--- config.mk ---
export PLATFORM = sky130hd
export DESIGN_NAME = rsw_top
export DESIGN_NICKNAME = d
export VERILOG_FILES = /design/src/rtl/rsw_pkg.sv /design/src/rtl/rsw_wakeup_timer.sv /design/src/rtl/rsw_top.sv
export SDC_FILE = /design/constraint.sdc
export NUM_CORES = 1
export LEC_CHECK = 0
export BUFFER_PORTS_ARGS = -buffer_cell sky130_fd_sc_hd__buf_2
export CORE_MARGIN = 2
export CORE_UTILIZATION = 40
export CTS_CLUSTER_SIZE = 14
export DETAILED_ROUTE_END_ITERATION = 10
export PLACE_DENSITY = 0.64
export REMOVE_ABC_BUFFERS = 1
export SYNTH_ARGS = -nofsm -noshare
export SYNTH_HDL_FRONTEND = slang
export SYNTH_SLANG_ARGS = --single-unit
export TNS_END_PERCENT = 50
--- constraint.sdc ---
create_clock -name core_clk_i -period 4.4 [get_ports core_clk_i]
set_clock_uncertainty 0.2 [all_clocks]
set_input_delay 0.22 -clock core_clk_i [delete_from_list [all_inputs] [get_ports core_clk_i]]
set_output_delay 0.22 -clock core_clk_i [all_outputs]
set_load 0.05 [all_outputs]
--- src/rtl/rsw_pkg.sv ---
// Package with register map, field layout, timing and types of the reset status and wakeup block.
package rsw_pkg;

  // Core clock rate and internal low-power oscillator period.
  localparam int CLK_MHZ = 25;
  localparam int INT_OSC_PERIOD_US = 1000;
  localparam int INT_TICK_CYCLES = INT_OSC_PERIOD_US * CLK_MHZ;

  // Byte offsets of the registers.
  localparam logic [7:0] ADDR_CAUSE = 8'h00;
  localparam logic [7:0] ADDR_WSC = 8'h04;
  localparam logic [7:0] ADDR_IRQ_STAT = 8'h08;
  localparam logic [7:0] ADDR_IRQ_MASK = 8'h0C;
  localparam logic [7:0] ADDR_EXT_REF = 8'h10;

  // Wakeup status and control field positions.
  localparam int WSC_FLAG_BIT = 7;
  localparam int WSC_ACK_BIT = 6;
  localparam int WSC_CLKSEL_BIT = 5;
  localparam int WSC_IE_BIT = 4;
  localparam int WSC_PER_LSB = 0;
  localparam int PER_W = 3;

  // Reset cause field positions.
  localparam int CAUSE_POR_BIT = 7;
  localparam int CAUSE_PIN_BIT = 6;
  localparam int CAUSE_WDOG_BIT = 5;
  localparam int CAUSE_OPC_BIT = 4;
  localparam int CAUSE_ADDR_BIT = 3;
  localparam int CAUSE_LOWV_BIT = 1;

  // Interrupt status and mask field positions.
  localparam int IRQ_W = 2;
  localparam int IRQ_WAKE_BIT = 0;
  localparam int IRQ_WDCLR_BIT = 1;

  // External reference control field positions.
  localparam int EXT_CLK_EN_BIT = 0;
  localparam int EXT_STOP_EN_BIT = 1;

  // Reset values.
  localparam logic [7:0] CAUSE_RESET = 8'h00;
  localparam logic [4:0] WSC_RESET = 5'h00;
  localparam logic [1:0] IRQ_RESET = 2'h0;
  localparam logic [1:0] EXT_RESET = 2'h0;
  localparam logic [15:0] CNT_RESET = 16'h0000;

  // Wakeup periods in oscillator ticks for select codes 1 to 7.
  localparam logic [15:0] PER_TICKS_1 = 16'h0008;
  localparam logic [15:0] PER_TICKS_2 = 16'h0020;
  localparam logic [15:0] PER_TICKS_3 = 16'h0040;
  localparam logic [15:0] PER_TICKS_4 = 16'h0080;
  localparam logic [15:0] PER_TICKS_5 = 16'h0100;
  localparam logic [15:0] PER_TICKS_6 = 16'h0200;
  localparam logic [15:0] PER_TICKS_7 = 16'h0400;

  // Conditions present at reset entry, held stable by the reset controller until release.
  typedef struct packed {
    logic debug_cmd;
    logic por;
    logic low_volt_trip;
    logic low_voltage_reset_enable;
    logic pin_reset_n;
    logic watchdog_timeout;
    logic watchdog_enable;
    logic bad_opcode;
    logic stop_instr;
    logic stop_mode_enable;
    logic debug_halt_instr;
    logic debug_mode_enable;
    logic bad_address;
  } rsw_rst_src_t;

  // Software-written wakeup timer controls.
  typedef struct packed {
    logic clk_sel;
    logic int_en;
    logic [PER_W-1:0] period_sel;
  } rsw_wsc_t;

  function automatic logic [15:0] period_ticks(input logic [PER_W-1:0] sel);
    logic [15:0] t;
    t = 16'h0000;
    case (sel)
      3'd1: t = PER_TICKS_1;
      3'd2: t = PER_TICKS_2;
      3'd3: t = PER_TICKS_3;
      3'd4: t = PER_TICKS_4;
      3'd5: t = PER_TICKS_5;
      3'd6: t = PER_TICKS_6;
      3'd7: t = PER_TICKS_7;
      default: t = 16'h0000;
    endcase
    return t;
  endfunction : period_ticks

endpackage : rsw_pkg

--- src/rtl/rsw_wakeup_timer.sv ---
// Periodic wakeup counter with sticky wakeup flag.
`timescale 1ns/1ns
module rsw_wakeup_timer (
  // Clock and synchronised reset.
  input wire logic core_clk_i,
  input wire logic rst_n_i,
  // Selected oscillator tick and controls.
  input wire logic tick_i,
  input wire logic [rsw_pkg::PER_W-1:0] period_sel_i,
  input wire logic ack_i,
  // Flag and one-cycle event.
  output logic flag_o,
  output logic event_o
);

  logic [15:0] cnt_reg;
  logic [rsw_pkg::PER_W-1:0] sel_q_reg;
  logic [15:0] last_tick;
  logic hit;

  assign last_tick = rsw_pkg::period_ticks(period_sel_i) - 16'h0001;
  assign hit = tick_i && (period_sel_i != 3'd0) && (cnt_reg == last_tick);

  // A change of period restarts the count so the new period is whole.
  always_ff @(posedge core_clk_i or negedge rst_n_i) begin
    if (!rst_n_i) begin
      cnt_reg <= rsw_pkg::CNT_RESET;
      sel_q_reg <= 3'd0;
    end else begin
      sel_q_reg <= period_sel_i;
      if (period_sel_i == 3'd0 || period_sel_i != sel_q_reg) begin
        cnt_reg <= rsw_pkg::CNT_RESET;
      end else if (hit) begin
        cnt_reg <= rsw_pkg::CNT_RESET;
      end else if (tick_i) begin
        cnt_reg <= cnt_reg + 16'h0001;
      end
    end
  end

  always_ff @(posedge core_clk_i or negedge rst_n_i) begin
    if (!rst_n_i) begin
      event_o <= 1'b0;
    end else begin
      event_o <= hit && (period_sel_i == sel_q_reg);
    end
  end

  // Setting wins over an acknowledge in the same cycle.
  always_ff @(posedge core_clk_i or negedge rst_n_i) begin
    if (!rst_n_i) begin
      flag_o <= 1'b0;
    end else if (event_o) begin
      flag_o <= 1'b1;
    end else if (ack_i) begin
      flag_o <= 1'b0;
    end
  end
endmodule : rsw_wakeup_timer

--- src/rtl/rsw_top.sv ---
// Reset cause register, periodic wakeup timer control and Avalon-MM register slave.
//
// How it works
// - Wakeup timer ticks from internal 1 kHz oscillator or external reference, by select bit.
// - Timer keeps counting in run, wait and stop mode from the internal oscillator; external ticks in stop mode need the stop enable bit.
// - Control register holds read-only flag, write-only acknowledge and 3-bit period.
// - Local interrupt enable masks the wakeup interrupt request.
// - Period select of zero disables the timer and stops new wakeup events; a flag already set stays set and keeps requesting.
// - Reset cause flags are read-only; software writes never change them.
// - Debug host forced reset leaves all reset cause flags cleared.
// - Any write to reset cause address pulses watchdog clear; contents unchanged.
// - Power-on reset sets bits 7 and 1 and clears the rest.
// - Bit 1 set by low-voltage trip with reset enabled, or by power-on.
// - Other resets set flags of active sources; power-on and low-voltage read zero.
// - Bit 6 set when the external reset pin caused the reset.
// - Bit 5 set by watchdog timeout; cleared watchdog enable blocks it.
// - Bit 4 set by illegal opcode, including disabled stop or debug halt.
// - Bit 3 set by access to an unimplemented address.
`timescale 1ns/1ns
module rsw_top #(
  parameter int INT_TICK_CYCLES = rsw_pkg::INT_TICK_CYCLES
) (
  // Clock and reset.
  input wire logic core_clk_i,
  input wire logic rst_n_i,
  // Avalon-MM slave.
  input wire logic [7:0] avs_address_i,
  input wire logic avs_read_i,
  input wire logic avs_write_i,
  input wire logic [31:0] avs_writedata_i,
  input wire logic [3:0] avs_byteenable_i,
  output logic [31:0] avs_readdata_o,
  output logic avs_waitrequest_o,
  // Reset entry conditions and operating mode.
  input wire rsw_pkg::rsw_rst_src_t rst_src_i,
  input wire logic stop_mode_i,
  // External reference clock, sampled; each rising edge gives one tick.
  input wire logic ext_ref_clk_i,
  // Outputs to the clock and watchdog logic.
  output logic ext_ref_clock_enable_o,
  output logic ext_ref_stop_enable_o,
  output logic watchdog_clear_o,
  // Interrupts.
  output logic wakeup_irq_o,
  output logic irq_o
);

  logic rst_s1_reg;
  logic rst_n_q;
  logic [15:0] div_reg;
  logic int_tick;
  logic ext_q_reg;
  logic ext_edge;
  logic ext_ok;
  logic tick_sel;
  rsw_pkg::rsw_wsc_t wsc_reg;
  logic [1:0] ext_reg;
  logic [7:0] cause_reg;
  logic cap_pend_reg;
  logic [rsw_pkg::IRQ_W-1:0] irq_stat_reg;
  logic [rsw_pkg::IRQ_W-1:0] irq_mask_reg;
  logic [rsw_pkg::IRQ_W-1:0] irq_set;
  logic [rsw_pkg::IRQ_W-1:0] irq_w1c;
  logic wr_acc;
  logic rd_acc;
  logic req_new;
  logic lane0;
  logic ack_pulse;
  logic tmr_flag;
  logic tmr_event;
  logic [31:0] rdata_mux;

  function automatic logic [7:0] cause_of(input rsw_pkg::rsw_rst_src_t s);
    logic [7:0] c;
    c = rsw_pkg::CAUSE_RESET;
    if (s.debug_cmd) begin
      c = rsw_pkg::CAUSE_RESET;
    end else if (s.por) begin
      c[rsw_pkg::CAUSE_POR_BIT] = 1'b1;
      c[rsw_pkg::CAUSE_LOWV_BIT] = 1'b1;
    end else if (s.low_volt_trip && s.low_voltage_reset_enable) begin
      c[rsw_pkg::CAUSE_LOWV_BIT] = 1'b1;
    end else begin
      c[rsw_pkg::CAUSE_PIN_BIT] = !s.pin_reset_n;
      c[rsw_pkg::CAUSE_WDOG_BIT] = s.watchdog_timeout && s.watchdog_enable;
      c[rsw_pkg::CAUSE_OPC_BIT] = s.bad_opcode
        || (s.stop_instr && !s.stop_mode_enable)
        || (s.debug_halt_instr && !s.debug_mode_enable);
      c[rsw_pkg::CAUSE_ADDR_BIT] = s.bad_address;
    end
    return c;
  endfunction : cause_of

  function automatic logic hit(input logic [7:0] a, input logic [7:0] ofs);
    return a[7:2] == ofs[7:2];
  endfunction : hit

  // Reset release through two flip-flops.
  always_ff @(posedge core_clk_i or negedge rst_n_i) begin
    if (!rst_n_i) begin
      rst_s1_reg <= 1'b0;
      rst_n_q <= 1'b0;
    end else begin
      rst_s1_reg <= 1'b1;
      rst_n_q <= rst_s1_reg;
    end
  end

  // Internal 1 kHz oscillator tick from the core clock.
  always_ff @(posedge core_clk_i or negedge rst_n_q) begin
    if (!rst_n_q) begin
      div_reg <= rsw_pkg::CNT_RESET;
    end else if (div_reg == 16'(INT_TICK_CYCLES - 1)) begin
      div_reg <= rsw_pkg::CNT_RESET;
    end else begin
      div_reg <= div_reg + 16'h0001;
    end
  end
  assign int_tick = (div_reg == 16'(INT_TICK_CYCLES - 1));

  always_ff @(posedge core_clk_i or negedge rst_n_q) begin
    if (!rst_n_q) begin
      ext_q_reg <= 1'b0;
    end else begin
      ext_q_reg <= ext_ref_clk_i;
    end
  end
  assign ext_edge = ext_ref_clk_i && !ext_q_reg;

  // Mode only gates the external source through its enables; the counter never halts.
  assign ext_ok = ext_reg[rsw_pkg::EXT_CLK_EN_BIT]
    && (!stop_mode_i || ext_reg[rsw_pkg::EXT_STOP_EN_BIT]);
  assign tick_sel = wsc_reg.clk_sel ? (ext_edge && ext_ok) : int_tick;

  rsw_wakeup_timer u_timer (
    .core_clk_i(core_clk_i),
    .rst_n_i(rst_n_q),
    .tick_i(tick_sel),
    .period_sel_i(wsc_reg.period_sel),
    .ack_i(ack_pulse),
    .flag_o(tmr_flag),
    .event_o(tmr_event)
  );

  // Every request waits one cycle, then is answered with waitrequest low for one cycle.
  assign req_new = (avs_read_i || avs_write_i) && avs_waitrequest_o;
  assign wr_acc = avs_write_i && !avs_waitrequest_o;
  assign rd_acc = avs_read_i && !avs_waitrequest_o;
  assign lane0 = avs_byteenable_i[0];

  always_ff @(posedge core_clk_i or negedge rst_n_q) begin
    if (!rst_n_q) begin
      avs_waitrequest_o <= 1'b1;
    end else begin
      avs_waitrequest_o <= !req_new;
    end
  end

  always_comb begin
    rdata_mux = 32'h0000_0000;
    if (hit(avs_address_i, rsw_pkg::ADDR_CAUSE)) begin
      rdata_mux[7:0] = cause_reg;
    end else if (hit(avs_address_i, rsw_pkg::ADDR_WSC)) begin
      rdata_mux[rsw_pkg::WSC_FLAG_BIT] = tmr_flag;
      rdata_mux[rsw_pkg::WSC_ACK_BIT] = 1'b0;
      rdata_mux[rsw_pkg::WSC_CLKSEL_BIT] = wsc_reg.clk_sel;
      rdata_mux[rsw_pkg::WSC_IE_BIT] = wsc_reg.int_en;
      rdata_mux[rsw_pkg::WSC_PER_LSB +: rsw_pkg::PER_W] = wsc_reg.period_sel;
    end else if (hit(avs_address_i, rsw_pkg::ADDR_IRQ_STAT)) begin
      rdata_mux[rsw_pkg::IRQ_W-1:0] = irq_stat_reg;
    end else if (hit(avs_address_i, rsw_pkg::ADDR_IRQ_MASK)) begin
      rdata_mux[rsw_pkg::IRQ_W-1:0] = irq_mask_reg;
    end else if (hit(avs_address_i, rsw_pkg::ADDR_EXT_REF)) begin
      rdata_mux[1:0] = ext_reg;
    end
  end

  always_ff @(posedge core_clk_i or negedge rst_n_q) begin
    if (!rst_n_q) begin
      avs_readdata_o <= 32'h0000_0000;
    end else if (req_new && avs_read_i) begin
      avs_readdata_o <= rdata_mux;
    end
  end

  // Wakeup control register.
  always_ff @(posedge core_clk_i or negedge rst_n_q) begin
    if (!rst_n_q) begin
      wsc_reg <= rsw_pkg::WSC_RESET;
    end else if (wr_acc && lane0 && hit(avs_address_i, rsw_pkg::ADDR_WSC)) begin
      wsc_reg.clk_sel <= avs_writedata_i[rsw_pkg::WSC_CLKSEL_BIT];
      wsc_reg.int_en <= avs_writedata_i[rsw_pkg::WSC_IE_BIT];
      wsc_reg.period_sel <= avs_writedata_i[rsw_pkg::WSC_PER_LSB +: rsw_pkg::PER_W];
    end
  end
  assign ack_pulse = wr_acc && lane0 && hit(avs_address_i, rsw_pkg::ADDR_WSC)
    && avs_writedata_i[rsw_pkg::WSC_ACK_BIT];

  // External reference enables.
  always_ff @(posedge core_clk_i or negedge rst_n_q) begin
    if (!rst_n_q) begin
      ext_reg <= rsw_pkg::EXT_RESET;
    end else if (wr_acc && lane0 && hit(avs_address_i, rsw_pkg::ADDR_EXT_REF)) begin
      ext_reg <= avs_writedata_i[1:0];
    end
  end

  always_ff @(posedge core_clk_i or negedge rst_n_q) begin
    if (!rst_n_q) begin
      ext_ref_clock_enable_o <= 1'b0;
      ext_ref_stop_enable_o <= 1'b0;
    end else begin
      ext_ref_clock_enable_o <= ext_reg[rsw_pkg::EXT_CLK_EN_BIT];
      ext_ref_stop_enable_o <= ext_reg[rsw_pkg::EXT_STOP_EN_BIT];
    end
  end

  // Reset cause is captured once, at the first edge after release, and never written.
  always_ff @(posedge core_clk_i or negedge rst_n_q) begin
    if (!rst_n_q) begin
      cap_pend_reg <= 1'b1;
      cause_reg <= rsw_pkg::CAUSE_RESET;
    end else if (cap_pend_reg) begin
      cap_pend_reg <= 1'b0;
      cause_reg <= cause_of(rst_src_i);
    end
  end

  // A write to the cause address, any data and lanes, clears the watchdog.
  always_ff @(posedge core_clk_i or negedge rst_n_q) begin
    if (!rst_n_q) begin
      watchdog_clear_o <= 1'b0;
    end else begin
      watchdog_clear_o <= wr_acc && hit(avs_address_i, rsw_pkg::ADDR_CAUSE);
    end
  end

  // Sticky status, write one to clear; a new event wins over the clear.
  assign irq_set[rsw_pkg::IRQ_WAKE_BIT] = tmr_event && wsc_reg.int_en;
  assign irq_set[rsw_pkg::IRQ_WDCLR_BIT] = watchdog_clear_o;
  assign irq_w1c = (wr_acc && lane0 && hit(avs_address_i, rsw_pkg::ADDR_IRQ_STAT))
    ? avs_writedata_i[rsw_pkg::IRQ_W-1:0] : 2'b00;

  always_ff @(posedge core_clk_i or negedge rst_n_q) begin
    if (!rst_n_q) begin
      irq_stat_reg <= rsw_pkg::IRQ_RESET;
    end else begin
      irq_stat_reg <= (irq_stat_reg & ~irq_w1c) | irq_set;
    end
  end

  always_ff @(posedge core_clk_i or negedge rst_n_q) begin
    if (!rst_n_q) begin
      irq_mask_reg <= rsw_pkg::IRQ_RESET;
    end else if (wr_acc && lane0 && hit(avs_address_i, rsw_pkg::ADDR_IRQ_MASK)) begin
      irq_mask_reg <= avs_writedata_i[rsw_pkg::IRQ_W-1:0];
    end
  end

  always_ff @(posedge core_clk_i or negedge rst_n_q) begin
    if (!rst_n_q) begin
      irq_o <= 1'b0;
      wakeup_irq_o <= 1'b0;
    end else begin
      irq_o <= |(irq_stat_reg & irq_mask_reg);
      wakeup_irq_o <= tmr_flag && wsc_reg.int_en;
    end
  end
endmodule : rsw_top

==> flow_summary.ini <==
[clock_tree]
cts.sinks = 72
post_cts_buffers = 0
clockBufferDepth = 2
cts_made_buffers = 9
cts.htree.levels = 3
worstSkewPairLatency_ns = 0.34
cts.clk_slew.worst_paths_ns = 0.08
cts.root.buffer_cell = clkbuf_8
post_cts_resized = 0
cts_tree = done
cts-hold-fix-buffers = 19

[critical_path]
required_ns = 4.39
end_kind = flip-flop
rrSetupSlack_ns = 1.36
reg2reg_from = wsc_reg[1]
critPathLaunch = wsc_reg[1]
crit_type = flip-flop to flip-flop
crit_arrival_ns = 3.03
cp_max_fo = 19
crit_path_top_delay_cell = dfrtp_1
r2r-end = u_timer.cnt_reg[0]
rr_worst_depth = 7
worst_path_largest_cell_delay_ns = 0.69
worst_setup_path_start_kind = flip-flop
crit_chain = or3b_2, ha_1, a21o_1, a211oi_1, nor4_1, nor4b_4, nor3_1

[cells_and_area]
fin_nets = 490
syn2layout_area_growth_pct = 16.00
antenna_cells = 0
drive_above_1_share = 0.2121
instances_no_fill = 540

[drt]
vias = 2767
post_drt_wl_per_cell_um = 14.06
drt_iter0_drc = 149
firstDrtPassIters = 4
drc = 0
drtAntennaViolNets = 0
drt_wl_total_um = 7594
viasPerCell = 5.124

[hold_path]
hp-start = avs_writedata_i[6]
whs_endpoint = u_timer.flag_o
hp-class = input pin to flip-flop
worst_hold_path.num_cells = 4

[logic_synthesis]
synth.avg_cell_area_sq_um = 10.40
yosysSeqAreaShare = 0.4778
yosysWarningCount = 0
postSynth.asyncResetShare = 1.000
synthCells = 363
synth-edff-count = 0
yosys.area.top_type = dfrtp_1
synth_most_common_cell = dfrtp_1
netlist_area_sq_mm = 0.003776
ys_types = 61
yosys-top-cells-count = dfrtp_1, nand2_1, buf_4
yosys-top-cells-area = dfrtp_1, xnor2_1, buf_4, mux2_2, nand2_1
ys_ff_latch = 72
yosys.area.top_type_share = 0.4639
yosys_most_used_dff = dfrtp_1

[timing]
fin_setup_tns_ns = 0
period_needed_ns = 3.041
worst_slack_ns = 1.359
worstMarginPinSlew_ns = 0.8979
max-slew-margin-rel = 0.3968
post-route-period-util = 0.6912
setup_viol = 0
hold_viol = 0
slew_viol_final = 0
rsz0062_at_grt = no
timing.fmax_ghz = 0.3288

[placed_design]
hpwl_um = 5266
place_inst = 505
gp_congestion = 0.8062
pre_cts_ws_ns = 1.361
numPortBuffers = 45

[flow_run]
maxCapViolCount = 0

[power_and_ir_drop]
power_density_mw_per_mm2 = 315.8
ir_worst_vdd_mv = 0.1383
p_leak_nw = 1.978

[die]
die_h_um = 101.2
die_w_um = 101.2
core-area_sq_mm = 0.009196
num_rows = 35
initial_core_util = 0.4106
io_pins = 101
die_area_sq_mm = 0.01023

[grt]
overflow = 0
antenna_found_initial = 0
grt_pass1_vias = 2809
grt_max_degree = 37
grt_use_total = 0.1575
grt_pass1_wl_um = 12970

[status]
status = finished, final reports clean
worst max path at each step:
stage,slack (ns),end
global placement,1.41,u_timer.cnt_reg[7]
finish,1.36,u_timer.cnt_reg[0]
floorplan,1.76,u_timer.cnt_reg[0]
detailed placement,1.36,u_timer.cnt_reg[7]
CTS,1.32,u_timer.cnt_reg[7]
global route,1.09,u_timer.cnt_reg[0]
cell type report:
| class | instances | area [sq um] |
|---|---|---|
| Clock buffer | 10 | 137.6 |
| Clock inverter | 6 | 66.31 |
| Fill cell | 844 | 4816 |
| Inverter | 11 | 41.29 |
| Multi-Input combinational cell | 264 | 1760 |
| Sequential cell | 72 | 1805 |
| Tap cell | 111 | 138.9 |
| Timing Repair Buffer | 66 | 430.4 |
per-stage QoR:
step	hold WS, ns	instance area [sq um]	total power [W]	util
CTS	0.01905	4380	0.001402	0.4763
global placement	-0.1953	3986	0.0008460	0.4335
detailed placement	-0.1939	3986	0.0008486	0.4335
floorplan	-0.2756	3606	0.0008083	-
global route	0.06060	4380	0.001452	0.4763
finish	0.02937	4380	0.001383	0.4763
cells in the final DEF, fill, tap and decap left out, types with 3 or more instances in the layout:
cell type / count
inv_1: 11
dlygate4sd3_1: 19
nand3_1: 16
and4_1: 4
nand4_1: 6
dfrtp_1: 69
nor2b_1: 4
nand2b_1: 4
nand3b_1: 4
mux2_2: 10
xor2_1: 8
a21o_1: 3
clkbuf_8: 10
ha_1: 3
a2111oi_2: 3
o21ai_0: 10
nor4_1: 4
nor3_1: 14
conb_1: 26
a211oi_1: 5
and4b_1: 3
buf_2: 45
o22ai_1: 6
o31ai_1: 3
a21oi_1: 10
mux2i_1: 7
xnor2_1: 24
nor2_1: 22
nand2_1: 30
cells by family after synthesis:
| group | share of synthesized area |
|---|---|
| AO/OA/AOI/OAI | 0.1047 |
| XOR/XNOR | 0.07422 |
| adder cells (fa/ha/maj) | 0.009941 |
| buffers and inverters | 0.07985 |
| flip-flops | 0.4778 |
| multiplexers | 0.04838 |
| other | 0.001989 |
| AND/OR/NAND/NOR | 0.2031 |
metal layers:
| metal | part of all wire | track usage | vias up | routed length (um) |
|---|---|---|---|---|
| met1 | 0.48 | 0.2143 | 1361 | 3637 |
| met2 | 0.48 | 0.2542 | 42 | 3664 |
| li1 | - | - | 1355 | - |
| met4 | 0.012 | 0.05925 | 0 | 93 |
| met3 | 0.026 | 0.02553 | 9 | 199 |
| met5 | 0 | 0 | - | 0 |
critical path: cells and delay by family, from the launching register on:
kind | cells | cell delay [ns]
simple gates | 4 | 1.35
compound gates | 2 | 0.39
fa+ha+maj | 1 | 0.26
flops | 1 | 0.69
power breakdown:
part	internal [W]	total (W)	switching (W)
Combinational	0.0000476	0.000149	0.000102
Clock	0.000280	0.000534	0.000253
Sequential	0.000678	0.000700	0.0000226
Note: power is estimated with default switching activity, not from simulation.
